===== config.mk =====
export PLATFORM = sky130hd
export DESIGN_NAME = bce_exec_flat
export DESIGN_NICKNAME = d
export VERILOG_FILES = /design/src/bce_pkg.sv /design/src/bce_if.sv /design/src/bce_exec.sv /design/src/bce_range_chk.sv /design/src/flat_wrapper.sv
export SDC_FILE = /design/constraint.sdc
export NUM_CORES = 1
export LEC_CHECK = 0
export ABC_AREA = 1
export ABC_CLOCK_PERIOD_IN_PS = 2300
export BUFFER_PORTS_ARGS = -buffer_cell sky130_fd_sc_hd__buf_4
export CELL_PAD_IN_SITES_DETAIL_PLACEMENT = 1
export CELL_PAD_IN_SITES_GLOBAL_PLACEMENT = 1
export CORE_MARGIN = 2
export CORE_UTILIZATION = 35
export CTS_CLUSTER_SIZE = 40
export DETAILED_ROUTE_END_ITERATION = 6
export PLACE_DENSITY = 0.78
export SYNTH_ARGS = -nofsm -noshare
export SYNTH_HDL_FRONTEND = slang
export SYNTH_SLANG_ARGS = --single-unit

===== constraint.sdc =====
create_clock -name core_clk_i -period 2.3 [get_ports core_clk_i]
set_input_delay 0.46 -clock core_clk_i [delete_from_list [all_inputs] [get_ports core_clk_i]]
set_output_delay 0.46 -clock core_clk_i [all_outputs]
set_load 0.005 [all_outputs]

===== src/bce_pkg.sv =====
// Behaviour
// [RULE_01] Jumps redirect to label or target register
// [RULE_02] Calls write next address to link register
// [RULE_03] Stored link value has bit 0 set
// [RULE_04] Register jump with bit 0 clear faults
// [RULE_05] Target bit 0 sets thumb flag, cleared
// [RULE_06] Relative spans: 2KB, 256/254 bytes, 16MB
// [RULE_07] Only conditional jump carries a condition
// [RULE_08] Jumps and calls leave flags untouched
// [RULE_09] Return marker in target triggers return
// [RULE_10] Target bit 0 clear enters nonsecure state
// [RULE_11] Nonsecure call pushes state, loads marker
// [RULE_12] Nonsecure jump from nonsecure state faults
// [RULE_13] Compare jumps test zero, keep flags
// [RULE_14] Compare operand is register 0 to 7
// [RULE_15] Compare jump target 4 to 130 forward
// [RULE_16] No compare jumps in conditional group
// [RULE_17] No stack pointer or counter as target
// [RULE_18] Same for nonsecure jump and call
// [RULE_19] Conditional jump uses standard condition codes
package bce_pkg;

  // ****************************************************************
  // Operation codes passed from fetch to the executor
  // ****************************************************************
  typedef enum logic [3:0] {
    BCE_OP_NONE     = 4'h0,
    BCE_OP_JUMP     = 4'h1,
    BCE_OP_JUMP_SH  = 4'h2,
    BCE_OP_JUMP_CND = 4'h3,
    BCE_OP_CALL     = 4'h4,
    BCE_OP_REG_JUMP = 4'h5,
    BCE_OP_REG_CALL = 4'h6,
    BCE_OP_NS_JUMP  = 4'h7,
    BCE_OP_NS_CALL  = 4'h8,
    BCE_OP_CMP_Z    = 4'h9,
    BCE_OP_CMP_NZ   = 4'ha
  } bce_op_t;

  // ****************************************************************
  // Offset spans in bytes and register numbers
  // ****************************************************************
  localparam logic signed [31:0] BCE_JUMP_MIN     = -32'sh0000_0800;
  localparam logic signed [31:0] BCE_JUMP_MAX     = 32'sh0000_0800;
  localparam logic signed [31:0] BCE_JUMP_SH_MIN  = -32'sh0000_0100;
  localparam logic signed [31:0] BCE_JUMP_SH_MAX  = 32'sh0000_00fe;
  localparam logic signed [31:0] BCE_CALL_MIN     = -32'sh0100_0000;
  localparam logic signed [31:0] BCE_CALL_MAX     = 32'sh0100_0000;
  localparam logic signed [31:0] BCE_CMP_MIN      = 32'sh0000_0004;
  localparam logic signed [31:0] BCE_CMP_MAX      = 32'sh0000_0082;
  localparam logic [3:0]         BCE_LINK_REG_NUM = 4'he;
  localparam logic [3:0]         BCE_SP_NUM       = 4'hd;
  localparam logic [3:0]         BCE_PC_NUM       = 4'hf;
  localparam logic [3:0]         BCE_LOW_REG_LAST = 4'h7;
  localparam logic [31:0]        BCE_INSTR_SIZE   = 32'h0000_0004;
  localparam logic [31:0]        BCE_FNC_MARKER   = 32'hffff_fffe;
  localparam logic [31:0]        BCE_EXC_MARKER   = 32'hff00_0000;
  localparam logic [31:0]        BCE_RESET_PC     = 32'h0000_0000;

  // ****************************************************************
  // Condition evaluation, flags ordered n z c v
  // ****************************************************************
  function automatic logic bce_cond_holds(input logic [3:0] cond,
                                          input logic [3:0] nzcv);
    logic n;
    logic z;
    logic c;
    logic v;
    logic r;
    n = nzcv[3];
    z = nzcv[2];
    c = nzcv[1];
    v = nzcv[0];
    case (cond[3:1])
      3'h0:    r = z;
      3'h1:    r = c;
      3'h2:    r = n;
      3'h3:    r = v;
      3'h4:    r = c & ~z;
      3'h5:    r = (n == v);
      3'h6:    r = (n == v) & ~z;
      default: r = 1'b1;
    endcase
    // Odd codes invert, except the always code 4'he/4'hf
    if (cond[0] && (cond[3:1] != 3'h7)) begin
      r = ~r;
    end
    return r;
  endfunction

endpackage


===== src/bce_if.sv =====
`timescale 1ns/1ps
// Link between fetch/register side and branch executor
interface bce_if;
  logic              req;
  bce_pkg::bce_op_t  op;
  logic [3:0]        cond;
  logic [31:0]       pc;
  logic [31:0]       offset;
  logic [3:0]        reg_num;
  logic [31:0]       reg_val;
  logic              nonsecure;
  logic [3:0]        nzcv;
  logic              done;
  logic              redirect;
  logic [31:0]       target;
  logic              thumb;
  logic              link_we;
  logic [31:0]       link_val;
  logic              fault;
  logic              enter_ns;
  logic              push;
  logic [31:0]       push_ret;
  logic              do_return;
  logic              bad_form;
  modport exec (
    input  req, op, cond, pc, offset, reg_num, reg_val, nonsecure, nzcv,
    output done, redirect, target, thumb, link_we, link_val, fault,
    output enter_ns, push, push_ret, do_return, bad_form
  );
  modport core (
    output req, op, cond, pc, offset, reg_num, reg_val, nonsecure, nzcv,
    input  done, redirect, target, thumb, link_we, link_val, fault,
    input  enter_ns, push, push_ret, do_return, bad_form
  );
endinterface


===== src/bce_exec.sv =====
`timescale 1ns/1ps
// Branch executor: one request in, one registered result out
module bce_exec (
  // Clock and reset
  input  wire logic core_clk_i,
  input  wire logic rst_i,
  // Core side
  bce_if.exec       bus
);
  // ****************************************************************
  // State
  // ****************************************************************
  typedef struct packed {
    logic        done;
    logic        redirect;
    logic [31:0] target;
    logic        thumb;
    logic        link_we;
    logic [31:0] link_val;
    logic        fault;
    logic        enter_ns;
    logic        push;
    logic [31:0] push_ret;
    logic        do_return;
    logic        bad_form;
  } bce_exec_st_t;

  bce_exec_st_t st_reg;
  bce_exec_st_t st_next;
  logic         in_range;
  logic         is_marker;
  logic         low_reg;
  logic         bad_reg;
  logic [31:0]  next_pc;
  logic [31:0]  rel_tgt;
  logic [31:0]  reg_tgt;

  bce_range_chk bce_range_chk_inst (
    .op_i       (bus.op),
    .offset_i   (bus.offset),
    .in_range_o (in_range)
  );

  // ****************************************************************
  // Decode and execute
  // ****************************************************************
  // Flags are never an output here, so no branch form can alter them [RULE_08]
  always_comb begin
    next_pc   = bus.pc + bce_pkg::BCE_INSTR_SIZE;
    rel_tgt   = bus.pc + bus.offset;                               // [RULE_01]
    reg_tgt   = {bus.reg_val[31:1], 1'b0};                         // [RULE_05]
    is_marker = (bus.reg_val == bce_pkg::BCE_FNC_MARKER) ||
                (bus.reg_val[31:24] == bce_pkg::BCE_EXC_MARKER[31:24]);
    low_reg   = bus.reg_num <= bce_pkg::BCE_LOW_REG_LAST;          // [RULE_14]
    bad_reg   = (bus.reg_num == bce_pkg::BCE_SP_NUM) ||
                (bus.reg_num == bce_pkg::BCE_PC_NUM);              // [RULE_17] [RULE_18]
    st_next   = '0;
    if (bus.req) begin
      st_next.done     = 1'b1;
      st_next.thumb    = 1'b1;
      st_next.bad_form = ~in_range;
      case (bus.op)
        bce_pkg::BCE_OP_JUMP,
        bce_pkg::BCE_OP_JUMP_SH: begin
          st_next.redirect = 1'b1;                                 // [RULE_07]
          st_next.target   = rel_tgt;
        end
        bce_pkg::BCE_OP_JUMP_CND: begin
          st_next.redirect = bce_pkg::bce_cond_holds(bus.cond, bus.nzcv); // [RULE_19]
          st_next.target   = rel_tgt;
        end
        bce_pkg::BCE_OP_CALL: begin
          st_next.redirect = 1'b1;
          st_next.target   = rel_tgt;
          st_next.link_we  = 1'b1;                                 // [RULE_02]
          st_next.link_val = {next_pc[31:1], 1'b1};                // [RULE_03]
        end
        bce_pkg::BCE_OP_REG_JUMP,
        bce_pkg::BCE_OP_REG_CALL: begin
          st_next.bad_form = bad_reg;
          if (is_marker && bus.op == bce_pkg::BCE_OP_REG_JUMP) begin
            st_next.do_return = 1'b1;                              // [RULE_09]
          end else if (!bus.reg_val[0]) begin
            st_next.fault = 1'b1;                                  // [RULE_04]
            st_next.thumb = 1'b0;                                  // [RULE_05]
          end else begin
            st_next.redirect = 1'b1;
            st_next.target   = reg_tgt;                            // [RULE_01]
            if (bus.op == bce_pkg::BCE_OP_REG_CALL) begin
              st_next.link_we  = 1'b1;                             // [RULE_02]
              st_next.link_val = {next_pc[31:1], 1'b1};            // [RULE_03]
            end
          end
        end
        bce_pkg::BCE_OP_NS_JUMP,
        bce_pkg::BCE_OP_NS_CALL: begin
          st_next.bad_form = bad_reg;
          if (bus.nonsecure) begin
            st_next.fault = 1'b1;                                  // [RULE_12]
          end else begin
            st_next.redirect = 1'b1;
            st_next.target   = reg_tgt;
            st_next.enter_ns = ~bus.reg_val[0];                    // [RULE_10]
            if (bus.op == bce_pkg::BCE_OP_NS_CALL) begin
              st_next.link_we = 1'b1;
              if (!bus.reg_val[0]) begin
                st_next.push     = 1'b1;                           // [RULE_11]
                st_next.push_ret = {next_pc[31:1], 1'b1};
                st_next.link_val = bce_pkg::BCE_FNC_MARKER;        // [RULE_11]
              end else begin
                st_next.link_val = {next_pc[31:1], 1'b1};          // [RULE_03]
              end
            end
          end
        end
        bce_pkg::BCE_OP_CMP_Z,
        bce_pkg::BCE_OP_CMP_NZ: begin
          st_next.bad_form = ~in_range | ~low_reg;                 // [RULE_15]
          st_next.redirect = (bus.reg_val == 32'h0000_0000) ==
                             (bus.op == bce_pkg::BCE_OP_CMP_Z);    // [RULE_13]
          st_next.target   = rel_tgt;
        end
        default: begin
          st_next.done = 1'b0;
        end
      endcase
      if (st_next.bad_form) begin
        st_next.redirect = 1'b0;
        st_next.link_we  = 1'b0;
        st_next.push     = 1'b0;
        st_next.enter_ns = 1'b0;
      end
    end
  end

  // Result register
  always_ff @(posedge core_clk_i) begin
    if (rst_i) begin
      st_reg <= '0;
    end else begin
      st_reg <= st_next;
    end
  end

  assign bus.done      = st_reg.done;
  assign bus.redirect  = st_reg.redirect;
  assign bus.target    = st_reg.target;
  assign bus.thumb     = st_reg.thumb;
  assign bus.link_we   = st_reg.link_we;
  assign bus.link_val  = st_reg.link_val;
  assign bus.fault     = st_reg.fault;
  assign bus.enter_ns  = st_reg.enter_ns;
  assign bus.push      = st_reg.push;
  assign bus.push_ret  = st_reg.push_ret;
  assign bus.do_return = st_reg.do_return;
  assign bus.bad_form  = st_reg.bad_form;
endmodule // bce_exec


===== src/bce_range_chk.sv =====
`timescale 1ns/1ps
// Span check for relative offsets
module bce_range_chk (
  // Operands
  input  wire bce_pkg::bce_op_t op_i,
  input  wire logic [31:0]      offset_i,
  // Result
  output logic                  in_range_o
);
  logic signed [31:0] off;
  // Pick the span of each relative form
  always_comb begin
    off = signed'(offset_i);
    case (op_i)
      bce_pkg::BCE_OP_JUMP:     in_range_o = (off >= bce_pkg::BCE_JUMP_MIN) &&
                                             (off <= bce_pkg::BCE_JUMP_MAX); // [RULE_06]
      bce_pkg::BCE_OP_JUMP_SH,
      bce_pkg::BCE_OP_JUMP_CND: in_range_o = (off >= bce_pkg::BCE_JUMP_SH_MIN) &&
                                             (off <= bce_pkg::BCE_JUMP_SH_MAX); // [RULE_06]
      bce_pkg::BCE_OP_CALL:     in_range_o = (off >= bce_pkg::BCE_CALL_MIN) &&
                                             (off <= bce_pkg::BCE_CALL_MAX); // [RULE_06]
      bce_pkg::BCE_OP_CMP_Z,
      bce_pkg::BCE_OP_CMP_NZ:   in_range_o = (off >= bce_pkg::BCE_CMP_MIN) &&
                                             (off <= bce_pkg::BCE_CMP_MAX); // [RULE_15]
      default:                  in_range_o = 1'b1;
    endcase
  end
endmodule // bce_range_chk


===== src/flat_wrapper.sv =====
// flat-port wrapper written by rule: the top's interface ports become plain ports
module bce_exec_flat 
  (core_clk_i, rst_i, bus_req, bus_op, bus_cond, bus_pc, bus_offset, bus_reg_num, bus_reg_val, bus_nonsecure, bus_nzcv, bus_done, bus_redirect, bus_target, bus_thumb, bus_link_we, bus_link_val, bus_fault, bus_enter_ns, bus_push, bus_push_ret, bus_do_return, bus_bad_form);
  bce_if bus_i ();
  input  wire logic core_clk_i;
  input  wire logic rst_i;
  input wire logic [$bits(bus_i.req)-1:0] bus_req;
  input wire logic [$bits(bus_i.op)-1:0] bus_op;
  input wire logic [$bits(bus_i.cond)-1:0] bus_cond;
  input wire logic [$bits(bus_i.pc)-1:0] bus_pc;
  input wire logic [$bits(bus_i.offset)-1:0] bus_offset;
  input wire logic [$bits(bus_i.reg_num)-1:0] bus_reg_num;
  input wire logic [$bits(bus_i.reg_val)-1:0] bus_reg_val;
  input wire logic [$bits(bus_i.nonsecure)-1:0] bus_nonsecure;
  input wire logic [$bits(bus_i.nzcv)-1:0] bus_nzcv;
  output wire logic [$bits(bus_i.done)-1:0] bus_done;
  output wire logic [$bits(bus_i.redirect)-1:0] bus_redirect;
  output wire logic [$bits(bus_i.target)-1:0] bus_target;
  output wire logic [$bits(bus_i.thumb)-1:0] bus_thumb;
  output wire logic [$bits(bus_i.link_we)-1:0] bus_link_we;
  output wire logic [$bits(bus_i.link_val)-1:0] bus_link_val;
  output wire logic [$bits(bus_i.fault)-1:0] bus_fault;
  output wire logic [$bits(bus_i.enter_ns)-1:0] bus_enter_ns;
  output wire logic [$bits(bus_i.push)-1:0] bus_push;
  output wire logic [$bits(bus_i.push_ret)-1:0] bus_push_ret;
  output wire logic [$bits(bus_i.do_return)-1:0] bus_do_return;
  output wire logic [$bits(bus_i.bad_form)-1:0] bus_bad_form;
  assign bus_i.req = bus_req;
  assign bus_i.op = bus_op;
  assign bus_i.cond = bus_cond;
  assign bus_i.pc = bus_pc;
  assign bus_i.offset = bus_offset;
  assign bus_i.reg_num = bus_reg_num;
  assign bus_i.reg_val = bus_reg_val;
  assign bus_i.nonsecure = bus_nonsecure;
  assign bus_i.nzcv = bus_nzcv;
  assign bus_done = bus_i.done;
  assign bus_redirect = bus_i.redirect;
  assign bus_target = bus_i.target;
  assign bus_thumb = bus_i.thumb;
  assign bus_link_we = bus_i.link_we;
  assign bus_link_val = bus_i.link_val;
  assign bus_fault = bus_i.fault;
  assign bus_enter_ns = bus_i.enter_ns;
  assign bus_push = bus_i.push;
  assign bus_push_ret = bus_i.push_ret;
  assign bus_do_return = bus_i.do_return;
  assign bus_bad_form = bus_i.bad_form;
  bce_exec u_core (.core_clk_i(core_clk_i), .rst_i(rst_i), .bus(bus_i));
endmodule

# Yosys cells after proc, flatten, opt, wreduce, memory -nomap -nowiden
# Cells that the tools add are included.
# word_totals
out_inout_bits,105
word_cells,108
input_bits,116
regBits,105
# op_classes
bitwise_logic,12
n_eq_ne,23
mux,25
n_reduce_logical,24
add_sub_neg,2
magnitude_cmp,9
# ops
cell,n
33-bit two-way mux,7
33-bit one-hot mux with 5 select lines,1
33-bit one-hot mux with 3 select lines,1
68-bit two-way mux,1
"32-bit by 9-bit less-or-equal comparator with 1-bit output, second input constant",2
"32-bit by 3-bit adder with 32-bit output, second input constant",1
32-bit adder,1
"32-bit == test, second input constant",1
"32-bit by 12-bit greater-or-equal comparator with 1-bit output, second input constant",1
"32-bit by 25-bit greater-or-equal comparator with 1-bit output, second input constant",1
"32-bit by 4-bit greater-or-equal comparator with 1-bit output, second input constant",1
"32-bit by 9-bit greater-or-equal comparator with 1-bit output, second input constant",1
"32-bit by 13-bit less-or-equal comparator with 1-bit output, second input constant",1
"32-bit by 26-bit less-or-equal comparator with 1-bit output, second input constant",1
32-bit logical NOT,1
32-bit two-way mux,1
"4-bit == test, second input constant",5
"4-bit by 3-bit == test with 1-bit output, second input constant",4
6-bit OR reduction,2
1-bit two-way mux,10
10-bit OR reduction,1
2-bit OR reduction,5
5-bit OR reduction,2
"3-bit == test, second input constant",3
19 further kinds,40

# Depth between registers and ports, before layout
# logic_depth
depth_word,8
depth_mapped,13
ltp_nobuf,13

# Cells and area by module
# A second synthesis with hierarchy kept.
# unflattened
hier_cells,1233
hier_area_um2,7404.6
# by_module_without_submodules
module,area_per_inst_um2,n_inst,cells_each,seq_area_each_um2
bce_exec,6618.8,1,1054,2102.0
bce_range_chk,785.8,1,179,0.0

# Worst setup path before layout
# No wires, ideal clock.
# synth_timing
path_type,input to register
start,in bus_offset[0]
end,"reg u_core.st_reg, in the netlist u_core.bus.target[14]"
path_slack_ns,0.209
setup_ns,0.132
arrival_ns,1.958
n_path_buf,0
path_stages,11
t_required_ns,2.168
cell_sequence,ha_1 fa_1 nand3_1 nand2_1 nand3_1 nand2_1 nand2_1 nand2_1 or2_2 nand3_1 a21oi_1
# synth_via
elab_chain_cells,2
# synth_lines
item,line_no,rtl
"start, declared",flat_wrapper.sv:11,input wire logic [$bits(bus_i.offset)-1:0] bus_offset;
32-bit adder,bce_exec.sv:50,rel_tgt = bus.pc + bus.offset;
33-bit one-hot mux with 5 select lines,bce_exec.sv:62,case (bus.op)
"end signal, assigned",bce_exec.sv:141,st_reg <= st_next;
"end, declared",bce_exec.sv:28,bce_exec_st_t st_reg;
# Every way passes these cells.
# A chain may end at the register's enable or synchronous reset.

# Worst setup path in the final report
# layout_timing
start,in bus_offset[0]
end,"reg u_core.st_reg, in the netlist u_core.bus.target[16]"
# The elaborated chain is that of the path after synthesis.

==> results_dict.tcl <==
set metrics [dict create \
    core_sq_um 19500 \
    firstDrtPassIters 4 \
    grt_start_max_net_pins 36 \
    syn_area_per_cell_sq_um 6.24 \
    cpMaxStageDelayCell "fa_1" \
    ir_drop_uv 380 \
    n_fill_cell 2681 \
    powerDensity_nw_per_um2 496 \
    pre_cts_slack_ps -1.46 \
    period_share_pct 86.5 \
    syn_inst 1119 \
    drcViolationCount 0 \
    setup_viol 0 \
    drv_cap 0 \
    crit_fanout 4 \
    hold_ws_ps 301 \
    initial_core_util_pct 35.8 \
    ios 221 \
    path_clk_slew_ps 80 \
    cts_buffers 9 \
    cts-root-buf "clkbuf_16" \
    antenna_found_initial 0 \
    h-tree-depth 3 \
    timing.fmax_ghz 0.503 \
    areaGrowthSynthToFinish_pct 35.6 \
    status "complete, no violations" \
    cpMostUsedCell "nand2_1" \
    synthDominantCellAreaShare_pct 30.1 \
    insertedDiodeCount 0 \
    grt_use_total_pct 26.0 \
    cts_hold_buf 0 \
    dp_cells 1623 \
    cts_tree "yes" \
    dp_hpwl_um 23600 \
    netlist_area_sq_um 6980 \
    path_cells "buf_4 > ha_1 > fa_1 > nand3_1 > nand2_1 > buf_4 > nand2_1 > nand2_1 > a21oi_1 > or2_2 > nand3_1 > a21oi_1" \
    dieArea_sq_um 21100 \
    rsz0062_at_grt "false" \
    hold_viol_final 0 \
    async_flop_share_pct 0 \
    routed_wl_um 27700 \
    tns_ps 0 \
    yosysMostFrequentCell "nand2_1" \
    hp-start "bus_pc[2]" \
    relSlewSlack_pct 58.7 \
    end_kind "register" \
    required_ps 2580 \
    synth_cell_type_count 43 \
    nets 1518 \
    final_layout_size_suffix_gt1_share_pct 22.9 \
    ys_seq_elements 105 \
    synth_common_cells "nand2_1 (307), nor2_1 (190), inv_1 (125)" \
    synth.yosys.seq_area_share_pct 30.1 \
    critPathArrivalTime_ps 2270 \
    synth_edf_count 0 \
    die_h_um 145 \
    holdPathEnd "u_core.bus.push_ret[2]$_SDFF_PP0_" \
    cts_setup_buffers 0 \
    synth_area_leaders "dfxtp_1 (30%), nand2_1 (17%), nor2_1 (10%)" \
    total_power_mw 4.70 \
    synth_area_leader_cell "dfxtp_1" \
    drt_iter0_drc 270 \
    worst_path_dominant_cell_family "adder cells" \
    crit_type "in -> reg" \
    hold_path_depth 2 \
    syn_nets 1268 \
    clk_path_buf_depth 2 \
    tightest_slew_ps 619 \
    worst_slack_ps 312 \
    grt_first_pass_wirelength_um 43800 \
    port_buffers 219 \
    crit_buf_inv 2 \
    hold_class "in -> reg" \
    num_vias 8088 \
    synthFlopType "dfxtp_1" \
    finalWorstPathRequiredPeriod_ps 1990 \
    grt_pass1_vias 8313 \
    die_w_um 145 \
    slowest_delay_ps 390 \
    yosysWarnings 0 \
    slew_violations 0 \
    routed_via_density 4.93 \
    clock_sinks 105 \
    grt-ovfl-total 0 \
    gp_congestion 0.911 \
    p_leak_nw 4.65 \
    wl_per_cell_um 16.9 \
    start_kind "input port" \
    ant_nets 0 \
    num_rows 51 \
    postCtsResizedCells 0 \
    stdcell_count 1639 \
]
stage by stage:
step           utilization [%]  instance area (sq um)
3_5_place_dp              47.0                   9180
5_1_grt                   48.5                   9470
6_report                  48.5                   9470
2_1_floorplan                -                   6980
3_3_place_gp              47.0                   9180
4_1_cts                   48.5                   9470
layer usage:
layer | global-route usage [%] | share of wire (%) | vias to the layer above
met3 | 3.46 | 4.2 | 43
met4 | 8.58 | 3.1 | 0
met2 | 44.0 | 47 | 209
li1 | - | - | 4091
met5 | 0 | 0 | -
met1 | 34.1 | 46 | 3745
layout by cell type, fill, tap and decap left out, drive strengths merged, types with 10 or more instances in the layout:
cell type and count:
nor2 201, ha 32, dfxtp 105, nand4 28
inv 134, clkbuf 10, o21ai 36, xor2 20
a21oi 99, nand3 69, nand2 313, nor3 26
buf 258
area by class of cell:
| class | count | area, sq um | share of cell area (%) |
|---|---|---|---|
| clock buffer | 10 | 229 | 2.42 |
| clock inverter | 6 | 61.3 | 0.647 |
| timing repair buffer | 258 | 1960 | 20.7 |
| multi-input combinational | 864 | 4290 | 45.3 |
| inverter | 131 | 492 | 5.19 |
| sequential | 105 | 2100 | 22.2 |
| tap | 265 | 332 | 3.50 |
report_power, final:
part | switching [mW] | total (mW) | leakage, nW | internal (mW)
registers | 0.0111 | 1.86 | 0.849 | 1.85
clock network | 0.792 | 1.56 | 0.138 | 0.764
logic | 0.764 | 1.28 | 3.66 | 0.513
total | 1.57 | 4.70 | 4.65 | 3.13
worst max path at each step:
stage	start	to	slack (ps)	cells after the start
6_report	bus_offset[0]	u_core.bus.target[16]$_SDFF_PP0_	310	12
5_1_grt	bus_pc[10]	u_core.bus.target[22]$_SDFF_PP0_	170	12
4_1_cts	bus_offset[0]	u_core.bus.target[16]$_SDFF_PP0_	350	12
3_5_place_dp	bus_offset[0]	u_core.bus.target[14]$_SDFF_PP0_	-1	12
3_3_place_gp	bus_offset[0]	u_core.bus.target[14]$_SDFF_PP0_	40	12
2_1_floorplan	bus_offset[0]	u_core.bus.target[14]$_SDFF_PP0_	210	11
cells by family after synthesis:
group | Yosys count | synth area share (%)
adders and majority gates | 33 | 6.02
buffers and inverters | 150 | 8.40
DFF | 105 | 30.1
and+or+nand+nor | 652 | 40.5
AOI/OAI and AO/OA | 154 | 11.8
xor gates and xnor gates | 25 | 3.14
registers in the layout, summed over array words and instances, names as in the netlist:
| register | cells |
|---|---|
| u_core.bus.enter_ns | 1 |
| u_core.bus.redirect | 1 |
| u_core.bus.push | 1 |
| u_core.bus.push_ret | 32 |
| u_core.bus.fault | 1 |
| u_core.bus.do_return | 1 |
| u_core.bus.thumb | 1 |
| u_core.bus.link_val | 32 |
| u_core.bus.done | 1 |
| u_core.bus.link_we | 1 |
| u_core.bus.bad_form | 1 |
| u_core.bus.target | 32 |
Note: power is estimated with default switching activity, not from simulation.
